File: src/common/clksw_defs.vh
// Constants for the system clock switcher: source codes, keys, fields and counts.
`ifndef CLKSW_DEFS_VH
`define CLKSW_DEFS_VH

// Three-bit source selection codes used by the new and current source fields.
`define SRC_FAST_RC      3'h0
`define SRC_FAST_RC_PLL  3'h1
`define SRC_PRIMARY      3'h2
`define SRC_PRIMARY_PLL  3'h3
`define SRC_LP_XTAL      3'h4
`define SRC_LOW_POWER_RC 3'h5

// Oscillator enable bit positions.
`define OSC_BIT_FAST_RC  0
`define OSC_BIT_PRIMARY  1
`define OSC_BIT_LP_XTAL  2
`define OSC_BIT_LOW_POWER_RC_OSC     3

// Primary oscillator submode codes.
`define SUBMODE_EXTERNAL_CLOCK 2'h0
`define SUBMODE_CRYSTAL        2'h1
`define SUBMODE_HS_CRYSTAL     2'h2
`define SUBMODE_OFF            2'h3

// Unlock keys: two key writes in a row open one byte of the control register.
`define KEY_HIGH_FIRST  8'h78
`define KEY_HIGH_SECOND 8'h9A
`define KEY_LOW_FIRST   8'h46
`define KEY_LOW_SECOND  8'h57

// Low byte field positions.
`define LOW_SWITCH_REQ_BIT 0
`define LOW_CLOCK_FAIL_BIT 3

// Timing counts in cycles of the target clock (ticks) or system clock.
`define STARTUP_TIMER_TICKS 11'h400
`define SETTLE_TICKS        11'h00A
`define UNLOCK_WINDOW       4'h8

`endif

File: src/rtl/system_clock_switcher.v
// System clock switcher: unlock-protected control of four oscillator sources.
`include "clksw_defs.vh"

// Overview of operation
// Switching and fail-safe only when config bit zero.
// Disabled: current source follows reset configuration.
// Disabled: switch request ignored, reads zero.
// Software unlocks high byte, then low byte.
// Equal current and new source aborts request.
// Valid switch start clears lock, fail flags.
// Start oscillator, wait startup timer or lock.
// Count ten new-clock cycles before switching over.
// Completion clears request, copies new to current.
// Old source off, except low-power RC if needed.
// Processor runs on; busy shown during sequence.
// No direct switch between the two PLL modes; the code does not block such a switch.
// Primary submode fixed by configuration field.
// Any of the four sources selectable when enabled.
// Each byte write needs its key sequence first.
module system_clock_switcher #(
	parameter [10:0] OST_TICKS = `STARTUP_TIMER_TICKS, // Start-up timer length in ticks.
	parameter [10:0] SETTLE = `SETTLE_TICKS // New-clock cycles before switch-over.
) (
	input wire CLK, // System clock, 100 MHz.
	input wire RST_N, // Asynchronous reset, active low.
	input wire SWITCH_FAIL_SAFE_CFG, // Zero enables switching and fail-safe monitor.
	input wire [2:0] RESET_SOURCE_CFG, // Source chosen at reset.
	input wire [1:0] PRIMARY_SUBMODE_CFG, // Primary oscillator submode.
	input wire WATCHDOG_EN, // Watchdog enabled, keeps low-power RC alive.
	input wire KEY_WR, // Key write strobe.
	input wire [7:0] KEY_DATA, // Key value.
	input wire WR_HIGH, // High byte write strobe.
	input wire WR_LOW, // Low byte write strobe.
	input wire [7:0] WR_DATA, // Byte written.
	input wire NEW_CLK_TICK, // One pulse per cycle of the target clock.
	input wire PLL_LOCKED, // PLL lock detector.
	input wire CLOCK_FAIL_EVENT, // Fail-safe monitor saw the clock fail.
	output reg [2:0] NEW_SOURCE_SEL, // New source field.
	output reg [2:0] CURRENT_SOURCE_SEL, // Current source field.
	output reg SWITCH_REQUEST, // Switch request bit.
	output reg PLL_LOCK_FLAG, // PLL lock status flag.
	output reg CLOCK_FAIL_FLAG, // Clock fail status flag.
	output reg [3:0] OSC_ENABLE, // Oscillator enables.
	output reg PLL_ENABLE, // PLL enable.
	output reg [1:0] PRIMARY_SUBMODE, // Submode applied to the primary oscillator.
	output reg SWITCH_BUSY // Switch sequence in progress.
);

	localparam [2:0] ST_IDLE = 3'h1; // No switch in progress.
	localparam [2:0] ST_WAIT = 3'h2; // Waiting for the target source to be ready.
	localparam [2:0] ST_SETTLE = 3'h4; // Counting new-clock cycles.

	// Oscillator enable bits that a source needs.
	function [3:0] src_osc;
		input [2:0] src;
		begin
			case (src)
				`SRC_FAST_RC, `SRC_FAST_RC_PLL: src_osc = 4'h1 << `OSC_BIT_FAST_RC;
				`SRC_PRIMARY, `SRC_PRIMARY_PLL: src_osc = 4'h1 << `OSC_BIT_PRIMARY;
				`SRC_LP_XTAL: src_osc = 4'h1 << `OSC_BIT_LP_XTAL;
				`SRC_LOW_POWER_RC: src_osc = 4'h1 << `OSC_BIT_LOW_POWER_RC_OSC;
				default: src_osc = 4'h1 << `OSC_BIT_FAST_RC;
			endcase
		end
	endfunction

	// True when a source runs through the PLL.
	function uses_pll;
		input [2:0] src;
		begin
			uses_pll = (src == `SRC_FAST_RC_PLL) || (src == `SRC_PRIMARY_PLL);
		end
	endfunction

	reg [2:0] state_q, state_d; // Sequencer state.
	reg [10:0] tick_q, tick_d; // Count of target clock ticks.
	reg need_ost_q, need_ost_d; // Target is a crystal that was just started.
	reg init_q; // Set until the reset configuration has been captured.
	reg key_hi_q, key_lo_q; // First key of a sequence seen.
	reg unl_hi_q, unl_lo_q; // Byte unlocked for the next write.
	reg [3:0] win_q; // Cycles left in the unlock window.
	reg [2:0] new_d, cur_d; // Next values of the source fields.
	reg req_d, lock_d, fail_d, pll_d, busy_d; // Next values of status and controls.
	reg [3:0] osc_d; // Next oscillator enables.
	wire sw_en = ~SWITCH_FAIL_SAFE_CFG;
	wire hi_ok = WR_HIGH & unl_hi_q;
	wire lo_ok = WR_LOW & unl_lo_q;
	wire is_xtal = (NEW_SOURCE_SEL == `SRC_LP_XTAL) ||
		(((NEW_SOURCE_SEL == `SRC_PRIMARY) || (NEW_SOURCE_SEL == `SRC_PRIMARY_PLL)) &&
		((PRIMARY_SUBMODE == `SUBMODE_CRYSTAL) || (PRIMARY_SUBMODE == `SUBMODE_HS_CRYSTAL)));
	wire [3:0] keep_low_power_rc_osc = (WATCHDOG_EN | sw_en) ? (4'h1 << `OSC_BIT_LOW_POWER_RC_OSC) : 4'h0;

	// Key sequence tracking and the unlock window for each byte.
	always @(posedge CLK or negedge RST_N) begin
		if (!RST_N) begin
			key_hi_q <= 1'b0;
			key_lo_q <= 1'b0;
			unl_hi_q <= 1'b0;
			unl_lo_q <= 1'b0;
			win_q <= 4'h0;
		end else begin
			if (KEY_WR) begin
				// A second key only counts right after its first key.
				key_hi_q <= (KEY_DATA == `KEY_HIGH_FIRST);
				key_lo_q <= (KEY_DATA == `KEY_LOW_FIRST);
				if (key_hi_q && KEY_DATA == `KEY_HIGH_SECOND) begin
					unl_hi_q <= 1'b1;
					win_q <= `UNLOCK_WINDOW;
				end else if (key_lo_q && KEY_DATA == `KEY_LOW_SECOND) begin
					unl_lo_q <= 1'b1;
					win_q <= `UNLOCK_WINDOW;
				end
			end else if (WR_HIGH || WR_LOW || win_q == 4'h1) begin
				// A write attempt in a cycle without a key write, or the window running out, relocks both bytes.
				unl_hi_q <= 1'b0;
				unl_lo_q <= 1'b0;
				win_q <= 4'h0;
			end else if (win_q != 4'h0) begin
				win_q <= win_q - 4'h1;
			end
		end
	end

	// Sequencer and register next values.
	always @* begin
		state_d = state_q;
		tick_d = tick_q;
		need_ost_d = need_ost_q;
		new_d = hi_ok ? WR_DATA[2:0] : NEW_SOURCE_SEL;
		cur_d = CURRENT_SOURCE_SEL;
		req_d = SWITCH_REQUEST;
		osc_d = OSC_ENABLE;
		pll_d = PLL_ENABLE;
		busy_d = 1'b0;
		// Hardware sets win over a software clear.
		lock_d = PLL_LOCKED | PLL_LOCK_FLAG;
		fail_d = (CLOCK_FAIL_EVENT & sw_en) |
			(CLOCK_FAIL_FLAG & ~(lo_ok & ~WR_DATA[`LOW_CLOCK_FAIL_BIT]));
		if (lo_ok && WR_DATA[`LOW_SWITCH_REQ_BIT] && sw_en) begin
			req_d = 1'b1;
		end
		case (state_q)
			ST_IDLE: begin
				if (SWITCH_REQUEST) begin
					if (NEW_SOURCE_SEL == CURRENT_SOURCE_SEL) begin
						req_d = 1'b0;
					end else begin
						lock_d = 1'b0;
						fail_d = CLOCK_FAIL_EVENT & sw_en;
						need_ost_d = is_xtal & ~|(OSC_ENABLE & src_osc(NEW_SOURCE_SEL));
						osc_d = OSC_ENABLE | src_osc(NEW_SOURCE_SEL);
						pll_d = PLL_ENABLE | uses_pll(NEW_SOURCE_SEL);
						tick_d = 11'h000;
						busy_d = 1'b1;
						state_d = ST_WAIT;
					end
				end
			end
			ST_WAIT: begin
				busy_d = 1'b1;
				if (need_ost_q && NEW_CLK_TICK) begin
					tick_d = tick_q + 11'h001;
				end
				// Ready once the start-up timer ran out and the PLL, if used, has locked.
				if ((!need_ost_q || tick_q >= OST_TICKS) &&
					(!uses_pll(NEW_SOURCE_SEL) || PLL_LOCKED)) begin
					tick_d = 11'h000;
					state_d = ST_SETTLE;
				end
			end
			ST_SETTLE: begin
				busy_d = 1'b1;
				if (NEW_CLK_TICK) begin
					tick_d = tick_q + 11'h001;
				end
				if (NEW_CLK_TICK && tick_q == SETTLE - 11'h001) begin
					cur_d = NEW_SOURCE_SEL;
					req_d = 1'b0;
					osc_d = src_osc(NEW_SOURCE_SEL) | keep_low_power_rc_osc;
					pll_d = uses_pll(NEW_SOURCE_SEL);
					busy_d = 1'b0;
					state_d = ST_IDLE;
				end
			end
			default: begin
				state_d = ST_IDLE;
			end
		endcase
		if (!sw_en) begin
			// Disabled: no sequence runs and the current source is the reset choice.
			req_d = 1'b0;
			cur_d = RESET_SOURCE_CFG;
			osc_d = src_osc(RESET_SOURCE_CFG) | keep_low_power_rc_osc;
			pll_d = uses_pll(RESET_SOURCE_CFG);
			busy_d = 1'b0;
			state_d = ST_IDLE;
		end
	end

	// State and output registers; the reset choice is captured after release.
	always @(posedge CLK or negedge RST_N) begin
		if (!RST_N) begin
			state_q <= ST_IDLE;
			tick_q <= 11'h000;
			need_ost_q <= 1'b0;
			init_q <= 1'b1;
			NEW_SOURCE_SEL <= `SRC_FAST_RC;
			CURRENT_SOURCE_SEL <= `SRC_FAST_RC;
			SWITCH_REQUEST <= 1'b0;
			PLL_LOCK_FLAG <= 1'b0;
			CLOCK_FAIL_FLAG <= 1'b0;
			OSC_ENABLE <= 4'h1 << `OSC_BIT_FAST_RC;
			PLL_ENABLE <= 1'b0;
			PRIMARY_SUBMODE <= `SUBMODE_OFF;
			SWITCH_BUSY <= 1'b0;
		end else if (init_q) begin
			// First edge after reset: adopt the configured source and submode.
			init_q <= 1'b0;
			NEW_SOURCE_SEL <= RESET_SOURCE_CFG;
			CURRENT_SOURCE_SEL <= RESET_SOURCE_CFG;
			OSC_ENABLE <= src_osc(RESET_SOURCE_CFG) | keep_low_power_rc_osc;
			PLL_ENABLE <= uses_pll(RESET_SOURCE_CFG);
			PRIMARY_SUBMODE <= PRIMARY_SUBMODE_CFG;
		end else begin
			state_q <= state_d;
			tick_q <= tick_d;
			need_ost_q <= need_ost_d;
			NEW_SOURCE_SEL <= new_d;
			CURRENT_SOURCE_SEL <= cur_d;
			SWITCH_REQUEST <= req_d;
			PLL_LOCK_FLAG <= lock_d;
			CLOCK_FAIL_FLAG <= fail_d;
			OSC_ENABLE <= osc_d;
			PLL_ENABLE <= pll_d;
			PRIMARY_SUBMODE <= PRIMARY_SUBMODE_CFG;
			SWITCH_BUSY <= busy_d;
		end
	end

endmodule

File: config.mk
export PLATFORM = sky130hd
export DESIGN_NAME = system_clock_switcher
export DESIGN_NICKNAME = d
export VERILOG_FILES = /design/src/rtl/system_clock_switcher.v
export VERILOG_INCLUDE_DIRS = /design/src /design/src/common
export SDC_FILE = /design/constraint.sdc
export NUM_CORES = 1
export LEC_CHECK = 0
export ABC_AREA = 1
export BUFFER_PORTS_ARGS = -buffer_cell sky130_fd_sc_hd__buf_2
export CAP_MARGIN = 20
export CORE_MARGIN = 2
export CORE_UTILIZATION = 58
export DETAILED_ROUTE_END_ITERATION = 7
export PLACE_DENSITY = 0.92
export REMOVE_ABC_BUFFERS = 1
export SYNTH_ARGS = -nofsm -noshare
export SYNTH_HDL_FRONTEND = slang
export SYNTH_SLANG_ARGS = --single-unit
export TNS_END_PERCENT = 50
File: constraint.sdc
create_clock -name CLK -period 3.3 [get_ports CLK]
set_clock_uncertainty 0.1 [all_clocks]
set_input_delay 0 -clock CLK [delete_from_list [all_inputs] [get_ports CLK]]
set_output_delay 0 -clock CLK [all_outputs]
set_load 0.005 [all_outputs]
==> results of run 1 <==
per-layer routing:
metal | vias to the layer above | global-route usage [%] | share of wire [%]
met5 | - | 0 | 0
met2 | 139 | 50.87 | 50
met1 | 1338 | 39.36 | 41
met4 | 0 | 11.11 | 1.7
met3 | 14 | 6.250 | 7.6
li1 | 1414 | - | -
kinds of logic after synthesis:
| logic type | Yosys count | share of synthesized area (%) |
|---|---|---|
| flip-flops | 41 | 38.11 |
| other | 1 | 0.1384 |
| AND/OR/NAND/NOR | 251 | 39.72 |
| adder cells (fa/ha/maj) | 4 | 1.848 |
| XOR/XNOR | 7 | 2.263 |
| AO/OA/AOI/OAI | 45 | 9.885 |
| buffers and inverters | 54 | 8.037 |
Yosys cell counts (2+ instances only):
cell | n | area [µm²]
nor3_1 | 6 | 30.03
inv_2 | 5 | 18.77
dfstp_2 | 5 | 131.4
nand3_2 | 2 | 20.02
nand2_2 | 4 | 25.02
o21ai_0 | 19 | 95.09
dfrtp_1 | 36 | 900.9
nand3_1 | 39 | 195.2
ha_1 | 4 | 50.05
xnor2_1 | 3 | 26.28
nand2_1 | 147 | 551.8
a211oi_1 | 2 | 15.01
a21oi_1 | 10 | 50.05
inv_1 | 43 | 161.4
buf_2 | 3 | 15.01
nor2_1 | 38 | 142.6
o21ai_1 | 2 | 10.01
nand4_1 | 8 | 50.05
a32o_1 | 2 | 20.02
o22ai_1 | 2 | 12.51
nor2_2 | 3 | 18.77
o21ai_2 | 3 | 26.28
xor2_1 | 4 | 35.03
worst min-delay path: stages:
cell and delay [ns]:
buf_2 0.10, nor3_1 0.06, a32o_1 0.21
worst max path at each step:
stage | from | endpoint | depth (start not counted)
floorplan | state_q[2]$_DFFE_PN0P_ | tick_q[4]$_DFFE_PN0P_ | 7
global placement | NEW_SOURCE_SEL[2]$_DFFE_PN0P_ | tick_q[4]$_DFFE_PN0P_ | 8
detailed placement | NEW_SOURCE_SEL[2]$_DFFE_PN0P_ | tick_q[9]$_DFFE_PN0P_ | 8
CTS | NEW_SOURCE_SEL[2]$_DFFE_PN0P_ | tick_q[9]$_DFFE_PN0P_ | 8
global route | NEW_SOURCE_SEL[1]$_DFFE_PN0P_ | CLOCK_FAIL_FLAG$_DFFE_PN0N_ | 8
finish | NEW_SOURCE_SEL[2]$_DFFE_PN0P_ | tick_q[3]$_DFFE_PN0P_ | 8
layout make-up:
type | instances | area (µm²)
flip-flops and latches | 41 | 1032
multi-input cells | 308 | 1459
fillers | 345 | 1194
inverters | 48 | 180.2
clock buffers | 7 | 86.33
repair buffers | 61 | 390.4
well taps | 52 | 65.06
clock inverters | 1 | 7.507
metrics by stage:
step | instances | power, mW
after floorplan | 397 | 1.020
final | 518 | 1.601
after CTS | 518 | 1.572
after global placement | 494 | 1.189
after detailed placement | 494 | 1.206
after global routing | 518 | 1.697
sequential cells by signal, summed over array words and instances, names as in the netlist:
name and flops:
SWITCH_BUSY 1, tick_q 11, unl_lo_q 1, init_q 1, win_q 4, CLOCK_FAIL_FLAG 1
OSC_ENABLE 4, key_lo_q 1, need_ost_q 1, PLL_ENABLE 1, CURRENT_SOURCE_SEL 3, NEW_SOURCE_SEL 3
SWITCH_REQUEST 1, PLL_LOCK_FLAG 1, key_hi_q 1, PRIMARY_SUBMODE 2, unl_hi_q 1, state_q 3
where the power goes:
| part | switching (mW) | leakage, nW | internal (mW) |
|---|---|---|---|
| Sequential | 0.0863 | 0.519 | 0.586 |
| Clock | 0.183 | 0.0445 | 0.170 |
| Combinational | 0.376 | 1.13 | 0.199 |
==> impl_metrics.py, run 1 <==
metrics = {
    "clock_network": {
        "cts_sinks": 41,
        "htree_levels": 2,
        "cts_resized": 0,
        "cts_buffer_depth": 2,
        "cts_buffers": 5,
        "cts_setup_buffers": 0,
        "path_clk_slew_ns": 0.08,
        "cts_hold_buf": 16,
        "root_buffer": "clkbuf_8",
        "cts_tree": "built",
        "clock_latency_ns": 0.30,
    },
    "route": {
        "via_count": 2905,
        "dr.pass1.iters": 5,
        "dr.first_iter.drc_count": 269,
        "drcViolationCount": 0,
        "routed_wl_um": 7443,
        "avgRoutedWirePerCell_um": 14.37,
        "ant_nets": 0,
        "routed_via_density": 5.608,
    },
    "final_layout": {
        "finalInstanceArea_um2": 3221,
        "layout_common_cells": "nand2_1 (147), inv_1 (43), buf_2 (43)",
        "drive_above_1_share_pct": 16.52,
        "nNetsFinal": 500,
        "layout_commonest_cell": "nand2_1",
        "finalCoreUtilization_pct": 72.96,
        "n_antenna_cell": 0,
        "area_delta_synth_final_pct": 18.89,
    },
    "die": {
        "dieArea_um2": 5233,
        "row_count": 24,
        "fp.dieH_um": 72.34,
        "start_util_pct": 61.37,
        "ios": 48,
        "core-area_um2": 4414,
        "chipWidth_um": 72.34,
    },
    "yosys": {
        "avgSynthCellArea_um2": 6.722,
        "async_flop_share_pct": 100.0,
        "synth_cells": 403,
        "ys_types": 36,
        "synth_ff_type": "dfrtp_1",
        "synthesis.area_um2": 2709,
        "ys_ff_latch": 41,
        "synth-edff-count": 0,
        "yosysWarnings": 0,
        "synth-seq-area-share_pct": 38.11,
    },
    "power_and_ir_drop": {
        "power_leakage_nw": 1.696,
        "p_per_area_nw_per_um2": 497.1,
        "irDropWorstVdd_mv": 0.3298,
    },
    "timing": {
        "slew_headroom_pct": 39.28,
        "setup_viol": 0,
        "finalHoldViolCount": 0,
        "finalSetupTns_ns": 0,
        "fmax_mhz": 464.7,
        "holdWs_ns": 0.009088,
        "worst_pin_slew_ns": 0.9108,
        "rsz0062_at_grt": "no",
        "timing.final.crit_share_pct": 65.21,
        "drv_slew": 0,
        "min_period_ns": 2.152,
        "fin_ws_ns": 1.148,
    },
    "global_routing": {
        "grt-ovfl-total": 0,
        "grt_antenna_before_repair": 0,
        "track_usage_pct": 30.54,
        "grt_pass1_vias": 2795,
        "grt_max_degree": 42,
        "grt_pass1_wl_um": 12540,
    },
    "min_path": {
        "hold_end": "key_lo_q$_DFFE_PN0P_",
        "min-delay-start": "KEY_DATA[0]",
        "hold_depth": 3,
        "hold_path.class": "primary input to flop",
    },
    "setup_path": {
        "critPathMaxStageDelay_ns": 0.47,
        "r2r_slack_ns": 1.15,
        "crit_chain": "inv_2 > nand2_1 > o21ai_2 > nand3_1 > nand3_2 > inv_2 > nand2_1 > nand2_1",
        "critPathBufInv": 2,
        "end_kind": "flop",
        "slowest_stage": "dfrtp_1",
        "arrival_ns": 2.24,
        "worstSetupPathType": "flop to flop",
        "path_delay_family": "simple AND/OR/NAND/NOR gates",
        "critPathRequiredTime_ns": 3.39,
        "timing.critical_path.mode_cell": "nand2_1",
        "startpoint_type": "flop",
        "critPathMaxFanout": 14,
        "timing.rr.start": "NEW_SOURCE_SEL[2]$_DFFE_PN0P_",
        "rr_worst_depth": 8,
        "r2r-end": "tick_q[3]$_DFFE_PN0P_",
    },
    "placement": {
        "dp_hpwl_um": 4817,
        "gp_routability_congestion": 0.8870,
        "placed_area_um2": 2967,
        "portBuffers": 43,
        "dp_slack_ns": 1.261,
    },
    "outcome": {
        "status": "finished, final reports clean",
    },
    "run": {
        "cap_violations": 0,
    },
}
Note: power is estimated with default switching activity, not from simulation.
==> run 2, diff against run 1 <==
--- a/config.mk
+++ b/config.mk
@@ -10,9 +10,9 @@
 export BUFFER_PORTS_ARGS = -buffer_cell sky130_fd_sc_hd__buf_2
 export CAP_MARGIN = 20
 export CORE_MARGIN = 2
-export CORE_UTILIZATION = 58
+export CORE_UTILIZATION = 51
 export DETAILED_ROUTE_END_ITERATION = 7
-export PLACE_DENSITY = 0.92
+export PLACE_DENSITY = 0.87
 export REMOVE_ABC_BUFFERS = 1
 export SYNTH_ARGS = -nofsm -noshare
 export SYNTH_HDL_FRONTEND = slang
==> constraint.sdc (replaced) <==
create_clock -name CLK -period 1.86 [get_ports CLK]
set_clock_uncertainty 0.1 [all_clocks]
set_input_delay 0 -clock CLK [delete_from_list [all_inputs] [get_ports CLK]]
set_output_delay 0 -clock CLK [all_outputs]
set_load 0.005 [all_outputs]
==> impl_metrics.py, run 2 (synthesis results as in run 1) <==
metrics = {
    "timing": {
        "finalHoldViolCount": 0,
        "setup_viol": 0,
        "finalSetupTns_ns": 0,
        "slew_headroom_pct": 65.97,
        "timing.final.crit_share_pct": 91.72,
        "fin_ws_ns": 0.1541,
        "min_period_ns": 1.706,
        "drv_slew": 0,
        "worst_pin_slew_ns": 0.5104,
        "holdWs_ns": 0.003297,
        "fmax_mhz": 586.2,
    },
    "route": {
        "via_count": 2917,
        "routed_wl_um": 7085,
        "avgRoutedWirePerCell_um": 13.00,
        "dr.pass1.iters": 5,
        "drcViolationCount": 0,
        "ant_nets": 0,
        "dr.first_iter.drc_count": 271,
        "routed_via_density": 5.352,
    },
    "clock_network": {
        "path_clk_slew_ns": 0.08,
        "cts_buffer_depth": 2,
        "root_buffer": "clkbuf_8",
        "cts_buffers": 5,
        "htree_levels": 2,
        "clock_latency_ns": 0.31,
        "cts_tree": "built",
        "cts_sinks": 41,
    },
    "power_and_ir_drop": {
        "power_leakage_nw": 1.751,
        "irDropWorstVdd_mv": 0.6394,
        "p_per_area_nw_per_um2": 892.8,
        "total_power_mw": 2.992,
    },
    "placement": {
        "placed_cells": 518,
        "portBuffers": 43,
        "dp_slack_ns": 0.09791,
        "dp_hpwl_um": 5150,
        "gp_routability_congestion": 0.9316,
    },
    "die": {
        "chipWidth_um": 76.88,
        "dieArea_um2": 5911,
        "fp.dieH_um": 76.88,
        "start_util_pct": 53.04,
        "core-area_um2": 5107,
        "row_count": 26,
        "ios": 48,
    },
    "setup_path": {
        "slowest_stage": "dfrtp_1",
        "critPathMaxStageDelay_ns": 0.42,
        "worstSetupPathType": "flop to flop",
        "startpoint_type": "flop",
        "critPathBufInv": 1,
        "critPathRequiredTime_ns": 1.95,
        "crit_chain": "inv_1 > ha_1 > nand2_1 > nor2_1 > nand3_2 > nand2_2 > nand2_1 > nand2_2 > nand2_2 > nand2_1 > nand2_1",
        "path_delay_family": "simple AND/OR/NAND/NOR gates",
        "timing.critical_path.mode_cell": "nand2_1",
        "arrival_ns": 1.80,
        "critPathMaxFanout": 6,
        "end_kind": "flop",
    },
    "global_routing": {
        "grt_pass1_vias": 2770,
        "grt-ovfl-total": 0,
        "track_usage_pct": 26.40,
        "grt_antenna_before_repair": 0,
        "grt_pass1_wl_um": 12590,
        "grt_max_degree": 42,
    },
    "final_layout": {
        "multiInputGateArea_um2": 1476,
        "n_antenna_cell": 0,
        "largest_register_ffs": 11,
        "layout_common_cells": "nand2_1 (146), inv_1 (43), buf_2 (43)",
        "drive_above_1_share_pct": 19.16,
        "area_delta_synth_final_pct": 23.70,
        "fillCellCount": 453,
        "reg_top3": "tick_q (11), OSC_ENABLE (4), win_q (4)",
        "nNetsFinal": 509,
        "seqCellArea_um2": 1035,
        "layout_commonest_cell": "nand2_1",
        "top_register": "tick_q",
        "final_cells": 545,
    },
    "outcome": {
        "status": "finished, final reports clean",
    },
    "run": {
        "cap_violations": 0,
    },
    "min_path": {
        "hold_path.class": "primary input to flop",
    },
}
-- run 2: worst paths after layout --
check | start | end | slack [ns] | cells after the start
worst max-delay path | tick_q[1]$_DFFE_PN0P_ | OSC_ENABLE[1]$_DFFE_PN0P_ | 0.15 | 11
min in group asynchronous | RST_N | tick_q[2]$_DFFE_PN0P_ | 0.19 | 3
worst min-delay path | KEY_DATA[5] | key_lo_q$_DFFE_PN0P_ | 0.003 | 3
max in group asynchronous | RST_N | NEW_SOURCE_SEL[0]$_DFFE_PN0P_ | 1.09 | 3
worst max register to register | tick_q[1]$_DFFE_PN0P_ | OSC_ENABLE[1]$_DFFE_PN0P_ | 0.15 | 11
worst min register to register | OSC_ENABLE[0]$_DFFE_PN1P_ | OSC_ENABLE[0]$_DFFE_PN1P_ | 0.37 | 2
-- run 2: metrics by stage --
| step | area [µm²] | util (%) |
|---|---|---|
| 2_1_floorplan | 2671 | - |
| 3_3_place_gp | 3034 | 59.41 |
| 3_5_place_dp | 3034 | 59.41 |
| 4_1_cts | 3316 | 64.92 |
| 5_1_grt | 3351 | 65.61 |
| 6_report | 3351 | 65.61 |
-- run 2: what timing repair did --
action | in CTS | in global routing
endpoints found under the setup margin | 0 | 10
endpoints found under the hold margin | 50 | 0
resized for setup | 0 | 7
setup buffers | 0 | 2
hold buffers | 17 | 0
-- run 2: power breakdown --
part	switching (mW)	total, mW	leakage, nW	internal (mW)
clock network	0.332	0.735	0.0554	0.403
logic	0.667	1.07	1.18	0.399
registers	0.149	1.19	0.516	1.04
-- run 2: layer usage --
metal	routed length (µm)	track usage [%]	part of all wire, %
met1	2999	34.27	42
met2	3477	43.77	49
met3	485	5.529	6.8
met4	124	9.091	1.8
met5	0	0	0
-- run 2: worst reg2reg max path: stages (launching register included) --
cell     delay, ns
dfrtp_1       0.42
inv_1         0.07
ha_1          0.14
nand2_1       0.05
nor2_1        0.14
nand3_2       0.14
nand2_2       0.11
nand2_1       0.07
nand2_2       0.12
nand2_2       0.11
nand2_1       0.07
nand2_1       0.05
-- run 2: cell type report --
type / instances / share of cell area, %
clock buffers: 6 / 2.166
well taps: 70 / 2.614
flip-flops and latches: 41 / 30.88
inverters: 48 / 5.377
repair buffers: 70 / 13.74
multi-input cells: 308 / 44.06
clock inverters: 2 / 1.158
==> run 3, diff against run 2 <==
--- a/config.mk
+++ b/config.mk
@@ -7,11 +7,12 @@
 export NUM_CORES = 1
 export LEC_CHECK = 0
 export ABC_AREA = 1
-export BUFFER_PORTS_ARGS = -buffer_cell sky130_fd_sc_hd__buf_2
+export BUFFER_PORTS_ARGS = -buffer_cell sky130_fd_sc_hd__clkbuf_2
 export CAP_MARGIN = 20
 export CORE_MARGIN = 2
 export CORE_UTILIZATION = 51
 export DETAILED_ROUTE_END_ITERATION = 7
+export MAX_ROUTING_LAYER = met4
 export PLACE_DENSITY = 0.87
 export REMOVE_ABC_BUFFERS = 1
 export SYNTH_ARGS = -nofsm -noshare
==> impl_metrics.py, run 3 (synthesis results as in run 1) <==
metrics = {
    "timing": {
        "fmax_mhz": 551.0,
        "drv_slew": 0,
        "timing.final.crit_share_pct": 97.58,
        "fin_ws_ns": 0.04503,
        "holdWs_ns": 0.002011,
        "finalHoldViolCount": 0,
        "min_period_ns": 1.815,
        "finalSetupTns_ns": 0,
        "setup_viol": 0,
        "rsz0062_at_grt": "yes",
    },
    "die": {
        "chipWidth_um": 76.88,
        "row_count": 26,
        "start_util_pct": 53.04,
        "dieArea_um2": 5911,
        "ios": 48,
        "core-area_um2": 5107,
        "fp.dieH_um": 76.88,
    },
    "clock_network": {
        "cts_sinks": 41,
        "cts_tree": "built",
        "clock_latency_ns": 0.29,
        "path_clk_slew_ns": 0.08,
        "cts_setup_buffers": 0,
        "cts_buffers": 5,
        "cts_buffer_depth": 2,
        "htree_levels": 2,
        "root_buffer": "clkbuf_8",
    },
    "min_path": {
        "min-delay-start": "KEY_DATA[1]",
        "hold_path.class": "primary input to flop",
        "hold_depth": 3,
        "hold_end": "key_hi_q$_DFFE_PN0P_",
    },
    "final_layout": {
        "n_antenna_cell": 0,
        "largest_register_ffs": 11,
        "finalCoreUtilization_pct": 64.70,
        "fillCellCount": 444,
        "final_cells": 542,
        "layout_common_cells": "nand2_1 (147), inv_1 (43), clkbuf_2 (43)",
        "reg_top3": "tick_q (11), OSC_ENABLE (4), win_q (4)",
        "nNetsFinal": 506,
        "layout_commonest_cell": "nand2_1",
        "finalInstanceArea_um2": 3304,
        "area_delta_synth_final_pct": 21.99,
        "drive_above_1_share_pct": 18.43,
        "top_register": "tick_q",
    },
    "global_routing": {
        "grt_pass1_wl_um": 12140,
        "grt_pass1_vias": 2723,
        "grt_max_degree": 19,
        "track_usage_pct": 25.82,
        "grt-ovfl-total": 0,
        "grt_antenna_before_repair": 0,
    },
    "power_and_ir_drop": {
        "irDropWorstVdd_mv": 0.6937,
        "p_per_area_nw_per_um2": 896.1,
        "power_leakage_nw": 1.746,
        "total_power_mw": 2.961,
    },
    "setup_path": {
        "startpoint": "init_q$_DFF_PN1_",
        "r2r-end": "NEW_SOURCE_SEL[0]$_DFFE_PN0P_",
        "critPathMaxFanout": 8,
        "critPathRequiredTime_ns": 1.98,
        "arrival_ns": 1.93,
        "rr_worst_depth": 5,
        "r2r_slack_ns": 0.05,
        "end_kind": "flop",
        "startpoint_type": "flop",
        "worstSetupPathType": "flop to flop",
        "timing.rr.start": "init_q$_DFF_PN1_",
    },
    "placement": {
        "portBuffers": 43,
        "dp_hpwl_um": 5203,
        "gp_routability_congestion": 0.9217,
        "placed_area_um2": 3049,
        "dp_slack_ns": 0.1404,
        "placed_cells": 520,
    },
    "route": {
        "routed_wl_um": 6896,
        "dr.first_iter.drc_count": 187,
        "dr.pass1.iters": 6,
        "drcViolationCount": 0,
        "routed_via_density": 5.297,
        "avgRoutedWirePerCell_um": 12.72,
        "via_count": 2871,
        "ant_nets": 0,
    },
    "run": {
        "cap_violations": 0,
    },
    "outcome": {
        "status": "finished, final reports clean",
    },
}
-- run 3: cell count changes in the layout (fill, tap and decap cells not counted), sizes merged --
cell and change:
clkbuf +43, dlygate4sd3 -3, buf -43
-- run 3: critical path, stage by stage (launching register included) --
cell and delay, ns:
dfstp_2 0.63, inv_1 0.14, nand2_1 0.15, o211ai_1 0.10, dlygate4sd3_1 0.56, o21ai_0 0.07
-- run 3: timing repair --
item	4_1_cts	5_1_grt
hold buffers	14	0
gates resized for setup	0	2
hold endpoints to repair	48	0
endpoints found under the setup margin	0	7
-- run 3: area by class of cell --
type                            instances  area, µm²  share of cell area (%)
Multi-Input combinational cell        308       1461                   44.23
Sequential cell                        41       1033                   31.28
Timing Repair Buffer                   67      430.4                   13.03
Inverter                               48      180.2                   5.452
Tap cell                               70      87.58                   2.651
Clock buffer                            6      72.57                   2.196
Clock inverter                          2      38.79                   1.174
-- run 3: per-layer routing --
metal  GRT usage [%]  part of all wire (%)
met1           32.75                    43
met2           43.60                    50
met3           3.529                   5.5
met4           6.727                   1.0
met5               -                     0
-- run 3: power by group --
part | leakage [nW] | internal (mW) | switching (mW)
Clock | 0.0554 | 0.403 | 0.313
Combinational | 1.17 | 0.394 | 0.655
Sequential | 0.517 | 1.04 | 0.156
-- run 3: how the worst max path moves through the flow --
stage,cells after the start,slack (ns),end
6_report,5,0.05,NEW_SOURCE_SEL[0]$_DFFE_PN0P_
2_1_floorplan,7,0.12,tick_q[4]$_DFFE_PN0P_
4_1_cts,5,0.09,NEW_SOURCE_SEL[0]$_DFFE_PN0P_
3_5_place_dp,10,0.14,OSC_ENABLE[2]$_DFFE_PN0P_
3_3_place_gp,9,0.19,tick_q[4]$_DFFE_PN0P_
5_1_grt,5,-0.02,NEW_SOURCE_SEL[0]$_DFFE_PN0P_
